File: config.mk
export PLATFORM = sky130hd
export DESIGN_NAME = lcs_sequencer
export DESIGN_NICKNAME = d
export VERILOG_FILES = /design/src/lcs_pkg.sv /design/src/lcs_sequencer.sv
export SDC_FILE = /design/constraint.sdc
export NUM_CORES = 1
export LEC_CHECK = 0
export BUFFER_PORTS_ARGS = -buffer_cell sky130_fd_sc_hd__buf_2
export CORE_AREA = 2 2 163 165
export CTS_BUF_LIST = sky130_fd_sc_hd__clkbuf_8
export CTS_CLUSTER_DIAMETER = 30
export DETAILED_ROUTE_END_ITERATION = 10
export DIE_AREA = 0 0 165 167
export PLACE_DENSITY = 0.85
export SYNTH_ARGS = -nofsm -noshare
export SYNTH_HDL_FRONTEND = slang
export SYNTH_SLANG_ARGS = --single-unit
File: constraint.sdc
create_clock -name clk_in -period 12.17 [get_ports clk_in]
set_input_delay 0 -clock clk_in [delete_from_list [all_inputs] [get_ports clk_in]]
set_output_delay 0 -clock clk_in [all_outputs]
set_load 0.01 [all_outputs]
File: src/lcs_pkg.sv
// Package for the lithium charge sequencer: constants, states and port bundles
package lcs_pkg;
    localparam int unsigned CLK_MHZ = 100;
    localparam int unsigned SS_STEP_US = 400;
    localparam int unsigned SS_STEP_CYC = SS_STEP_US * CLK_MHZ;
    localparam int unsigned SEC_CYC = 1000000 * CLK_MHZ;
    localparam int unsigned DETECT_SEC = 3;
    localparam int unsigned OPEN_TEST_SEC = 2;
    localparam logic [15:0] PRECHG_ENTER_CODE = 16'h39e6;
    localparam logic [15:0] PRECHG_EXIT_CODE = 16'h3aea;
    localparam logic [7:0] FAULT_EXIT_PCT = 8'h23;
    localparam logic [4:0] ITARGET_RST = 5'h1f;
    localparam logic [4:0] ABSORB_CLAMP_CODE = 5'h1f;
    localparam logic [4:0] IMIN_CODE = 5'h00;
    localparam int unsigned SEC_W = 27;
    localparam int unsigned SS_W = 16;

    typedef enum logic [9:0] {
        ST_SUSPEND = 10'h001,
        ST_DETECT = 10'h002,
        ST_OPEN_TEST = 10'h004,
        ST_SOFT_START = 10'h008,
        ST_PRECHARGE = 10'h010,
        ST_ABSORB = 10'h020,
        ST_CCCV = 10'h040,
        ST_TERMINATED = 10'h080,
        ST_TIME_FAULT = 10'h100,
        ST_DETECT_FAULT = 10'h200
    } lcs_state_type;

    typedef struct packed {
        logic [15:0] max_charge_time;
        logic [15:0] max_cv_time;
        logic [15:0] max_absorb_time;
        logic [4:0] icharge_target;
        logic [4:0] absorb_voltage_offset;
        logic [4:0] vcharge_setting;
        logic lifepo4;
        logic en_c_over_x_term;
        logic suspend;
        logic detect_fault_mask;
    } lcs_cfg_type;

    typedef struct packed {
        logic [15:0] filtered_battery_voltage_code;
        logic [15:0] battery_current_reading;
        logic [15:0] c_over_x_threshold;
        logic [15:0] vcharge_code;
        logic [15:0] absorb_target_code;
        logic batt_stable;
        logic batt_in_range;
        logic ntc_open;
        logic sense_above_2v6;
        logic sense_below_2v4;
        logic vin_near_bat;
        logic system_fault;
        logic input_current_limiting;
        logic input_uv_limiting;
    } lcs_meas_type;

    typedef struct packed {
        logic [4:0] icharge_dac;
        logic load_1ma;
        logic charger_on;
        logic peak_mode;
        logic precharge;
        logic main_phase_flag;
        logic absorb_flag;
        logic voltage_hold;
        logic icl_flag;
        logic uvcl_flag;
        logic detect_fault;
        logic time_fault;
        logic detect_irq;
        logic [4:0] vtarget;
    } lcs_stat_type;

    function automatic logic [4:0] lcs_sat_add(input logic [4:0] a, input logic [4:0] b);
        logic [5:0] s;
        s = {1'b0, a} + {1'b0, b};
        return (s > {1'b0, ABSORB_CLAMP_CODE}) ? ABSORB_CLAMP_CODE : s[4:0];
    endfunction
endpackage

File: src/lcs_sequencer.sv
// Charge-cycle sequencer for lithium chemistries
`timescale 1ns/1ps
// Summary of operation
// - Detection test with 1mA load, seconds long
// - Stable goes soft-start, else brief minimum-current test
// - Open thermistor faults detection; maskable alert
// - Soft-start ramps current one step per 400us
// - Max charge timer from soft-start; faults on expiry
// - Fault exits below 35% charge voltage, timer reset
// - Timer resets on CV or C-over-x termination
// - Low lithium-ion battery precharges at one tenth
// - Precharge ends above exit code, main phase
// - Peak current mode below 2.4V until 2.6V
// - Iron-phosphate skips precharge, full target current
// - Iron-phosphate nonzero offset starts absorb phase
// - Absorb target clamped; hold flag when reached
// - Input limits cut current and raise flags
// - Absorb ends on time or hold plus low current
// - Terminate on CV time, C-over-x, or never
// - Suspend from anywhere on input, software, fault
// - Input limits only reduce, never raise current
module lcs_sequencer
    import lcs_pkg::*;
#(
    parameter int unsigned SEC_CYCLES = SEC_CYC,
    parameter int unsigned SS_CYCLES = SS_STEP_CYC
) (
    input wire logic clk_in, // 100 MHz clock
    input wire logic rstn_in, // Async reset, active low
    input wire lcs_cfg_type cfg_in, // Software configuration
    input wire lcs_meas_type meas_in, // Analog comparator and ADC results
    output lcs_stat_type stat_out // Control and status, registered
);
    // Every register of the sequencer lives in this one struct, so reset and update stay in one place
    typedef struct packed {
        // Phase control
        lcs_state_type st; // Current charge phase
        // Time base
        logic [SEC_W-1:0] sec_cnt; // Clock cycles within the current second
        logic tick; // One-cycle pulse at each second boundary
        logic [SS_W-1:0] ss_cnt; // Clock cycles within the current ramp step
        // Long timers in seconds, saturating so a stalled cycle never wraps to a small count
        logic [15:0] phase_sec; // Seconds spent in the current phase
        logic [15:0] chg_sec; // Seconds of charging since soft-start
        logic chg_run; // Charge timer is counting
        // Pin synchroniser, one bit per asynchronous input
        logic [8:0] sync1; // First stage, may be metastable
        logic [8:0] sync2; // Second stage, safe to read
        // Sense pin hysteresis
        logic pk_mode; // Low-voltage peak current mode latched
        // Registered outputs
        lcs_stat_type stat; // Everything seen on the status port
    } lcs_core_type;

    // Present and next value of the whole state
    lcs_core_type cur_ff; // Registered state
    lcs_core_type nxt_core; // Next state from the decode below

    // Bundle of single-bit pin inputs; these arrive from the analog side asynchronously
    // and are only read after the two-stage synchroniser
    logic [8:0] raw_bits; // Pin inputs before synchronisation
    assign raw_bits = {meas_in.batt_stable, meas_in.batt_in_range, meas_in.ntc_open, meas_in.sense_above_2v6,
                       meas_in.sense_below_2v4, meas_in.vin_near_bat, meas_in.system_fault,
                       meas_in.input_current_limiting, meas_in.input_uv_limiting};

    // Combinational next-state for the whole sequencer
    // Every decision reads the same cycle's inputs, so no two branches can disagree
    always_comb begin
        // Synchronised pin levels
        logic s_stable, s_range, s_ntc, s_hi, s_lo, s_near, s_sysf, s_icl, s_uv;
        // Current code that the next phase asks for
        logic [4:0] base_i;
        // Current code after the input limits have had their say
        logic [4:0] cut_i;
        // Battery code below which a charge-time fault clears
        logic [15:0] fault_limit;
        // Battery has reached the absorb target
        logic hold;
        s_stable = 1'b0;
        s_range = 1'b0;
        s_ntc = 1'b0;
        s_hi = 1'b0;
        s_lo = 1'b0;
        s_near = 1'b0;
        s_sysf = 1'b0;
        s_icl = 1'b0;
        s_uv = 1'b0;
        base_i = 5'h00;
        cut_i = 5'h00;
        fault_limit = 16'h0000;
        hold = 1'b0;
        // Start from holding every register; branches below change only what moves
        nxt_core = cur_ff;
        // Two-stage synchroniser; only the second stage is read below
        // This adds two cycles of latency to every pin decision
        nxt_core.sync1 = raw_bits;
        nxt_core.sync2 = cur_ff.sync1;
        {s_stable, s_range, s_ntc, s_hi, s_lo, s_near, s_sysf, s_icl, s_uv} = cur_ff.sync2;
        // One-second tick from the system clock
        // Free running from reset, so a phase may start anywhere within a second
        nxt_core.tick = 1'b0;
        if (cur_ff.sec_cnt == SEC_W'(SEC_CYCLES - 1)) begin
            nxt_core.sec_cnt = '0;
            nxt_core.tick = 1'b1;
        end else begin
            nxt_core.sec_cnt = cur_ff.sec_cnt + SEC_W'(1);
        end
        // Peak current mode hysteresis on the sense pin
        // Between the two thresholds the last mode is kept, which avoids chatter
        if (s_lo) begin
            nxt_core.pk_mode = 1'b1;
        end else if (s_hi) begin
            nxt_core.pk_mode = 1'b0;
        end
        // Phase timer counts seconds spent in the current state
        // Each state that needs a fresh count clears it on entry
        if (cur_ff.tick) begin
            nxt_core.phase_sec = (cur_ff.phase_sec == 16'hffff) ? cur_ff.phase_sec : cur_ff.phase_sec + 16'h0001;
        end
        // Maximum charge timer runs once soft-start has begun
        // It keeps counting through precharge, absorb and CC-CV
        if (cur_ff.tick && cur_ff.chg_run && cur_ff.chg_sec != 16'hffff) begin
            nxt_core.chg_sec = cur_ff.chg_sec + 16'h0001;
        end
        // Absorb target reached; the target code is supplied by the measurement side
        hold = meas_in.filtered_battery_voltage_code >= meas_in.absorb_target_code;
        // Fault exit level as a fraction of the charge voltage; the product needs 22 bits, so it is widened to 32 before the divide
        fault_limit = 16'((32'(meas_in.vcharge_code) * 32'(FAULT_EXIT_PCT)) / 32'h64);
        case (cur_ff.st)
            // Parked: wait until nothing holds the charger off
            ST_SUSPEND: begin
                nxt_core.chg_run = 1'b0;
                nxt_core.chg_sec = 16'h0000;
                if (!cfg_in.suspend && !s_near && !s_sysf) begin
                    nxt_core.st = ST_DETECT;
                    nxt_core.phase_sec = 16'h0000;
                end
            end

            // Detection load applied; an open thermistor aborts at once
            ST_DETECT: begin
                if (s_ntc) begin
                    nxt_core.st = ST_DETECT_FAULT;
                end else if (cur_ff.phase_sec >= 16'(DETECT_SEC)) begin
                    nxt_core.phase_sec = 16'h0000;
                    nxt_core.ss_cnt = '0;
                    nxt_core.stat.icharge_dac = 5'h00;
                    nxt_core.st = s_stable ? ST_SOFT_START : ST_OPEN_TEST;
                end
            end

            // Minimum-current probe; a battery still out of range is a detection fault
            ST_OPEN_TEST: begin
                if (cur_ff.phase_sec >= 16'(OPEN_TEST_SEC)) begin
                    nxt_core.phase_sec = 16'h0000;
                    nxt_core.stat.icharge_dac = 5'h00;
                    nxt_core.st = s_range ? ST_SOFT_START : ST_DETECT_FAULT;
                end
            end

            // Ramp the applied code up to the target, then pick the charging phase
            ST_SOFT_START: begin
                nxt_core.chg_run = 1'b1;
                if (cur_ff.stat.icharge_dac >= cfg_in.icharge_target) begin
                    nxt_core.phase_sec = 16'h0000;
                    if (!cfg_in.lifepo4 && meas_in.filtered_battery_voltage_code < PRECHG_ENTER_CODE && s_hi) begin
                        nxt_core.st = ST_PRECHARGE;
                    end else if (cfg_in.lifepo4 && cfg_in.absorb_voltage_offset != 5'h00) begin
                        nxt_core.st = ST_ABSORB;
                    end else begin
                        nxt_core.st = ST_CCCV;
                    end
                end else if (s_icl || s_uv) begin
                    // An active input limit freezes the ramp instead of letting it climb past the limit
                    nxt_core.ss_cnt = '0;
                end else if (cur_ff.ss_cnt == SS_W'(SS_CYCLES - 1)) begin
                    nxt_core.ss_cnt = '0;
                    nxt_core.stat.icharge_dac = cur_ff.stat.icharge_dac + 5'h01;
                end else begin
                    nxt_core.ss_cnt = cur_ff.ss_cnt + SS_W'(1);
                end
            end

            // Reduced current until the battery climbs past the exit code
            ST_PRECHARGE: begin
                if (meas_in.filtered_battery_voltage_code > PRECHG_EXIT_CODE) begin
                    nxt_core.st = ST_CCCV;
                    nxt_core.phase_sec = 16'h0000;
                end
            end

            // Lifted voltage target at full current; ends on time or on hold with low current
            ST_ABSORB: begin
                if (cur_ff.phase_sec >= cfg_in.max_absorb_time ||
                    (hold && meas_in.battery_current_reading < meas_in.c_over_x_threshold)) begin
                    nxt_core.st = ST_CCCV;
                    nxt_core.phase_sec = 16'h0000;
                end
            end

            // Normal charging; ends on CV time or the current fraction, or never when both are off
            ST_CCCV: begin
                // CV timer only runs while the battery sits at the charge voltage
                if (meas_in.filtered_battery_voltage_code < meas_in.vcharge_code) begin
                    nxt_core.phase_sec = 16'h0000;
                end
                // First term: current fraction, only when enabled and at the charge voltage
                // Second term: CV timer, which iron-phosphate disables with a zero limit
                if ((cfg_in.en_c_over_x_term && meas_in.filtered_battery_voltage_code >= meas_in.vcharge_code &&
                     meas_in.battery_current_reading < meas_in.c_over_x_threshold) ||
                    ((!cfg_in.lifepo4 || cfg_in.max_cv_time != 16'h0000) &&
                     meas_in.filtered_battery_voltage_code >= meas_in.vcharge_code &&
                     cur_ff.phase_sec >= cfg_in.max_cv_time)) begin
                    nxt_core.st = ST_TERMINATED;
                    nxt_core.chg_run = 1'b0;
                    nxt_core.chg_sec = 16'h0000;
                end
            end

            // Cycle complete; only a global exit starts a new one
            ST_TERMINATED: begin
                nxt_core.chg_run = 1'b0;
            end

            // Safety timer expired; a deeply sagging battery starts a fresh cycle
            ST_TIME_FAULT: begin
                nxt_core.chg_run = 1'b0;
                if (meas_in.filtered_battery_voltage_code < fault_limit) begin
                    nxt_core.st = ST_DETECT;
                    nxt_core.chg_sec = 16'h0000;
                    nxt_core.phase_sec = 16'h0000;
                end
            end

            // No usable battery; only a global exit clears it
            ST_DETECT_FAULT: begin
                nxt_core.chg_run = 1'b0;
            end

            // Unreachable with one-hot codes; recover to the safe state
            default: begin
                nxt_core.st = ST_SUSPEND;
            end
        endcase
        // Charge time limit overrides the active charging phases
        // Terminated and the time-fault state are excluded so the timer cannot re-enter a fault
        if (cur_ff.chg_run && cur_ff.chg_sec > cfg_in.max_charge_time &&
            cur_ff.st != ST_TERMINATED && cur_ff.st != ST_TIME_FAULT) begin
            nxt_core.st = ST_TIME_FAULT;
            nxt_core.chg_run = 1'b0;
        end
        // Global exits win over every state, including both fault states
        // They come last so that no phase decision above can override them
        if (s_near || cfg_in.suspend || s_sysf) begin
            nxt_core.st = ST_SUSPEND;
            nxt_core.chg_run = 1'b0;
        end
        // Outputs decoded from the next state so they leave a flip-flop
        case (nxt_core.st)
            ST_PRECHARGE: base_i = cfg_in.icharge_target / 5'h0a;
            ST_ABSORB, ST_CCCV: base_i = cfg_in.icharge_target;
            ST_OPEN_TEST: base_i = IMIN_CODE;
            default: base_i = 5'h00;
        endcase
        // Input limits step current down only; never above the base
        // One code per clock is a coarse stand-in for the analog loop settling at the limit
        cut_i = base_i;
        if ((s_icl || s_uv) && cur_ff.stat.icharge_dac < base_i) begin
            cut_i = cur_ff.stat.icharge_dac;
        end
        if ((s_icl || s_uv) && cut_i != 5'h00) begin
            cut_i = cut_i - 5'h01;
        end
        if (nxt_core.st != ST_SOFT_START) begin
            nxt_core.stat.icharge_dac = cut_i;
        end
        // Status follows the next state, so flags and the applied code change on the same edge
        nxt_core.stat.load_1ma = nxt_core.st == ST_DETECT;
        nxt_core.stat.charger_on = nxt_core.st == ST_OPEN_TEST || nxt_core.st == ST_SOFT_START ||
                                   nxt_core.st == ST_PRECHARGE || nxt_core.st == ST_ABSORB || nxt_core.st == ST_CCCV;
        nxt_core.stat.peak_mode = nxt_core.pk_mode && nxt_core.stat.charger_on;
        nxt_core.stat.precharge = nxt_core.st == ST_PRECHARGE;
        nxt_core.stat.main_phase_flag = nxt_core.st == ST_CCCV;
        nxt_core.stat.absorb_flag = nxt_core.st == ST_ABSORB;
        // Absorb voltage target code, reported for software
        nxt_core.stat.vtarget = lcs_sat_add(cfg_in.vcharge_setting, cfg_in.absorb_voltage_offset);
        nxt_core.stat.voltage_hold = (nxt_core.st == ST_ABSORB) ? hold :
            (nxt_core.st == ST_CCCV && meas_in.filtered_battery_voltage_code >= meas_in.vcharge_code);
        // Limit flags only mean something while the switcher runs
        nxt_core.stat.icl_flag = s_icl && nxt_core.stat.charger_on;
        nxt_core.stat.uvcl_flag = s_uv && nxt_core.stat.charger_on;
        // Fault flags and the maskable alert
        nxt_core.stat.detect_fault = nxt_core.st == ST_DETECT_FAULT;
        nxt_core.stat.time_fault = nxt_core.st == ST_TIME_FAULT;
        nxt_core.stat.detect_irq = nxt_core.stat.detect_fault && !cfg_in.detect_fault_mask;
    end

    // State register; reset parks the charger in suspend with all drive off
    // Reset values are constants only; the synchroniser restarts empty
    always_ff @(posedge clk_in or negedge rstn_in) begin
        if (!rstn_in) begin
            cur_ff <= '{st: ST_SUSPEND, default: '0};
        end else begin
            cur_ff <= nxt_core;
        end
    end

    // Status leaves straight from the state register
    assign stat_out = cur_ff.stat;
endmodule

# --- Word-level counts from Yosys, hierarchy flattened ---
# Cells that the tools add are included.
word_totals:
  wordCells: 188
  ff_bits: 128
  output_inout_bits: 22
  inputBits: 158
op_classes:
  n_reduce_logical: 49
  addsub: 7
  mul: 1
  n_lt_le_gt_ge: 15
  mux: 55
  n_div: 2
  n_eq_ne: 35
ops:
  columns: ["cell", "n"]
  rows:
  - ["$mux W16", 12]
  - ["$mux W10", 13]
  - ["$pmux W16 S8", 1]
  - ["$mux W32", 3]
  - ["$pmux W10 S9", 1]
  - ["$ge A16 B16 Y1", 4]
  - ["$mux W5", 10]
  - ["$add A16 B1 Y16 const B", 3]
  - ["$lt A16 B16 Y1", 3]
  - ["$pmux W16 S3", 1]
  - ["$div A22 B7 Y32 const B", 1]
  - ["$eq A16 B16 Y1 const B", 2]
  - ["$ge A16 B2 Y1 const B", 2]
  - ["$pmux W16 S2", 1]
  - ["$add A27 B1 Y27 const B", 1]
  - ["$eq A27 B27 Y1 const B", 1]
  - ["$mux W27", 1]
  - ["$logic_and A1 B1 Y1", 22]
  - ["$mul A16 B6 Y22 const B", 1]
  - ["$eq A10 B10 Y1 const B", 2]
  - ["$eq A10 B2 Y1 const B", 2]
  - ["$eq A10 B3 Y1 const B", 2]
  - ["$eq A10 B4 Y1 const B", 2]
  - ["$eq A10 B5 Y1 const B", 2]
  - ["40 further kinds", 71]

# --- Longest topological paths before layout ---
depth:
  depth_word: 19
  ltp_mapped: 57
  mapped_depth_nobuf: 49

# --- Worst setup path after synthesis ---
# OpenSTA, ideal clock, no wires.
synth_path:
  kind: "input port to flip-flop"
  from: "input meas_in[37] (netlist bit)"
  to: "register cur_ff[70] (netlist bit)"
  required_ns: 12.088
  setup_time_ns: 0.082
  stages: 53
  path_buffers: 5
  arrival_ns: 11.442
  slack_ns: 0.645
  path_cell_list: "ha_1 -> ha_1 -> inv_1 -> fa_1 -> inv_1 -> ha_1 -> buf_2 -> nand4_1 -> nor3_1 -> or4_4 -> mux2_4 -> or2_1 -> buf_6 -> a2111oi_2 -> a211o_2 -> buf_6 -> nand2_1 -> o21ai_2 -> [... 17 more ...] -> buf_2 -> a31oi_1 -> o22ai_1 -> nor4_2 -> a211oi_4 -> o22ai_2 -> a2111oi_0 -> nand4b_1 -> a21oi_1 -> ha_1 -> o21ai_0 -> nand2b_1 -> a21oi_1 -> o21a_1 -> o31ai_1 -> inv_1 -> or3b_2 -> o22ai_1"
synth_rtl:
  columns: ["item", "line", "source"]
  rows:
  - ["start: declaration", "lcs_sequencer.sv:31", "input wire lcs_meas_type meas_in,"]
  - ["end signal: assignment", "lcs_sequencer.sv:304", "cur_ff <= nxt_core;"]
  - ["end: declaration", "lcs_sequencer.sv:56", "lcs_core_type cur_ff;"]

==> key figures <==
Clock network
  • Clk sink count: between 100 and 150
  • Clk_lat worst skew: 0.45 ns
  • CTS H-Tree Depth: 4
  • CTS tree: built
  • CTS max path bufs: 2
  • Clock buffers created by TritonCTS: 17
  • Clock Pin Slew Worst Setup and Hold Paths: approximately 0.08 ns
  • Clk root buf: clkbuf_8

Placed design
  • GPL Wtd Cong: a little under 1
  • # port buffers: 179
  • HPWL after detailed placement: 37280 um
  • Pre-CTS setup slack: -0.4415 ns

Route
  • # DRC: 0
  • Total wire length: between 40000 and 50000 um
  • Highest metal used: met4
  • Routed wl met2: 23460 um
  • Antenna-violating nets left: 0
  • Drt pass-1 iters: 10
  • DR iter-0 viols: 1599
  • Vias: approximately 17000
  • Vias per cell: 6.300
  • DR WL/cell: between 15 and 20 um
  • DR WL met3: ~4000 um
  • Met1 wire length: just under 20000 um

Synth
  • Syn_area_per_cell: ~8.1 um^2
  • Leading post-synthesis cells by cell area: dfrtp_1 21%, ha_1 15%, o21ai_0 4.2%, inv_1 3.8%, a21oi_1 3.5%
  • Post-synth ARST share: 1.000
  • Syn nets: 2235
  • Gate Count Post-Synth: around 1900
  • Synth Area in Simple Gates: 0.2174
  • Leading area contributor after synthesis: dfrtp_1
  • Sequential element share of the synthesized area: 0.2096
  • Synth Area in Adders: 0.1681
  • Post-synthesis cell type count: 120
  • Compound-Gate Fraction of Synth Area: 0.2710
  • XOR/XNOR share of the synthesized area: 0.05034
  • Synth top area share: 0.2079
  • Cell area after synthesis: 15290 um^2
  • Synth Flop Type: dfrtp_1
  • Synth Warn #: 0
  • Yosys reg bits: 128
  • Post-synth EDFFs: 0
  • Multiplexer share of the synthesized area: 0.01874
  • Largest family of logic cells by synthesized area: compound AO/OA/AOI/OAI gates

Critical path
  • Critical setup path kind: input port to flop
  • Crit path depth: 56
  • Worst EP arrival: between 10 and 15 ns
  • Delay-heaviest family, CP: compound AO/OA/AOI/OAI gates
  • Critical path required time: roughly 13 ns
  • Worst Setup End Kind: flop
  • R2R Path Start: cur_ff[58]
  • Worst reg2reg path depth: 41
  • Cell mode on critical path: buf_4
  • Critical Path Fanout Max: 7
  • Slowest stage delay, CP: 0.49 ns
  • CP startpoint: meas_in[31]
  • Critical-path top delay cell: fa_1
  • CP Buf/Inv Count: 10
  • Startpoint Class: input port

Timing
  • Fin crit share: 0.9736
  • Clock Skew: 0.01744 ns
  • Final WS setup: between 0.3 and 0.4 ns
  • Setup_tns: 0 ns
  • Fmax: 84.40 MHz
  • Final Setup Violations: 0
  • Max Slew Vio Count: 0
  • Hold Fails Final Rpt: 0
  • Worst Max-Slew Pin Slew: 1.311 ns
  • Slew margin rel.: 0.1221
  • Period minus WS final: approximately 12 ns

Floorplan
  • Die W: approximately 170 um
  • Core area: 25760 um^2
  • Starting Density: 0.5934
  • Die Y: 167 um
  • Die ar.: 27560 um^2
  • IO Pins: 180
  • Site Rows: 59

Run
  • Max-Cap Viols: 0

Global routing
  • Vias in the first global route: 16425
  • Initial antenna violation count: 0
  • Pin count of the biggest net entering global routing: 66
  • First-pass GRT wire length: ~78000 um
  • Total track usage: 0.3475
  • Overflow after GRT: 0

Min path
  • Worst hold stages: 5
  • Hold Startpoint: cfg_in[7]
  • Hold Crit Class: input port to flop

Final layout
  • Ratio of cells with drive above 1 in the final layout: 0.2794
  • Final nets: between 2000 and 3000
  • Area occupied by multi-input gates: 11660 um^2
  • Sequential Area: 3204 um^2
  • # fillers: 1806
  • Syn-to-layout area delta: 27.92%
  • Ant. Diodes: 0

Outcome
  • Status: complete, no violations
-- worst min-delay path: cells and delay by family --
family / cells / cell delay, ns
xor gates and xnor gates: 1 / 0.12
buffers and inverters: 2 / 0.14
and+or+nand+nor: 1 / 0.06
adders and majority gates: 1 / 0.15
-- repair_timing --
item,4_1_cts,5_1_grt
buffers inserted,0,18
hold buffers,22,0
resized for setup,1,110
endpoints found under the setup margin,2,36
pin swaps,0,41
endpoints found under the hold margin,82,0
-- flip-flops by register name (all words and copies together) (netlist names) --
name	flops
stat_out	22
cur_ff	106
-- cells by family (layout without fill, tap and decap cells) --
family                   count (synthesis)  in the layout
AO/OA/AOI/OAI                          585            585
XOR/XNOR                                87             87
adder cells (fa/ha/maj)                198            198
buffers and inverters                  222            663
flip-flops                             128            128
multiplexers                            25             25
AND/OR/NAND/NOR                        637            637
-- cell usage in the layout (no fill, tap or decap), drive strengths merged, types with 13 or more instances in the layout --
cell type	n
nand2	129
or3	14
xor2	48
xnor2	39
nor4	18
nor2b	36
mux2	13
a211oi	15
o22ai	29
nand2b	48
dfrtp	127
ha	182
buf	456
a31oi	29
nor2	138
or2	14
a21o	38
nand4	39
dlygate4sd3	22
o21ai	167
a21oi	115
fa	13
nor3	34
nand3b	20
clkbuf	18
and3	25
o211ai	39
o21a	13
inv	158
nand3	81
-- per-layer routing --
metal,track usage,up-vias
met1,0.4365,7884
li1,-,7794
met3,0.06276,198
met2,0.5873,869
met5,0,-
met4,0.1376,0
-- path summary, 6_finish.rpt --
kind,endpoint,slack [ns]
max in group asynchronous,cur_ff[96],10.63
worst max register to register,stat_out[21],4.87
min in group asynchronous,cur_ff[50],0.20
worst min register to register,cur_ff[26],0.35
worst min-delay path,stat_out[3],0.05
worst max-delay path,cur_ff[71],0.32
-- per-stage QoR --
stage                 util  area (um^2)  cells  hold slack (ns)
floorplan                -        15290   1882          -0.2956
global placement    0.7050        18160   2586           0.1078
detailed placement  0.7050        18160   2586           0.1107
CTS                 0.7317        18850   2640          0.02724
global route        0.7590        19560   2658          0.06754
finish              0.7590        19560   2658          0.05346
-- cell usage after synthesis (13+ instances only) --
library cell / number
a21o_1: 38
a21oi_1: 107
a31oi_1: 24
and3_1: 25
buf_4: 28
clkbuf_1: 24
dfrtp_1: 127
fa_1: 13
ha_1: 182
inv_1: 153
nand2_1: 129
nand2b_1: 48
nand3_1: 81
nand3b_1: 20
nand4_1: 39
nor2_1: 136
nor2b_1: 36
nor3_1: 31
nor4_1: 16
o211ai_1: 35
o21a_1: 13
o21ai_0: 127
o21ai_1: 38
o22ai_1: 27
or3_1: 14
xnor2_1: 39
xor2_1: 47
-- layout make-up --
| cell class | instances | share of cell area |
|---|---|---|
| clock buffers | 18 | 0.01267 |
| multi-input cells | 1532 | 0.5962 |
| inverters | 153 | 0.02937 |
| repair buffers | 478 | 0.1656 |
| well taps | 335 | 0.02143 |
| clock inverters | 14 | 0.01088 |
| flip-flops and latches | 128 | 0.1639 |
Power is not shown: default switching activity piles up to over one toggle a cycle in this logic, so the estimate is an artifact.
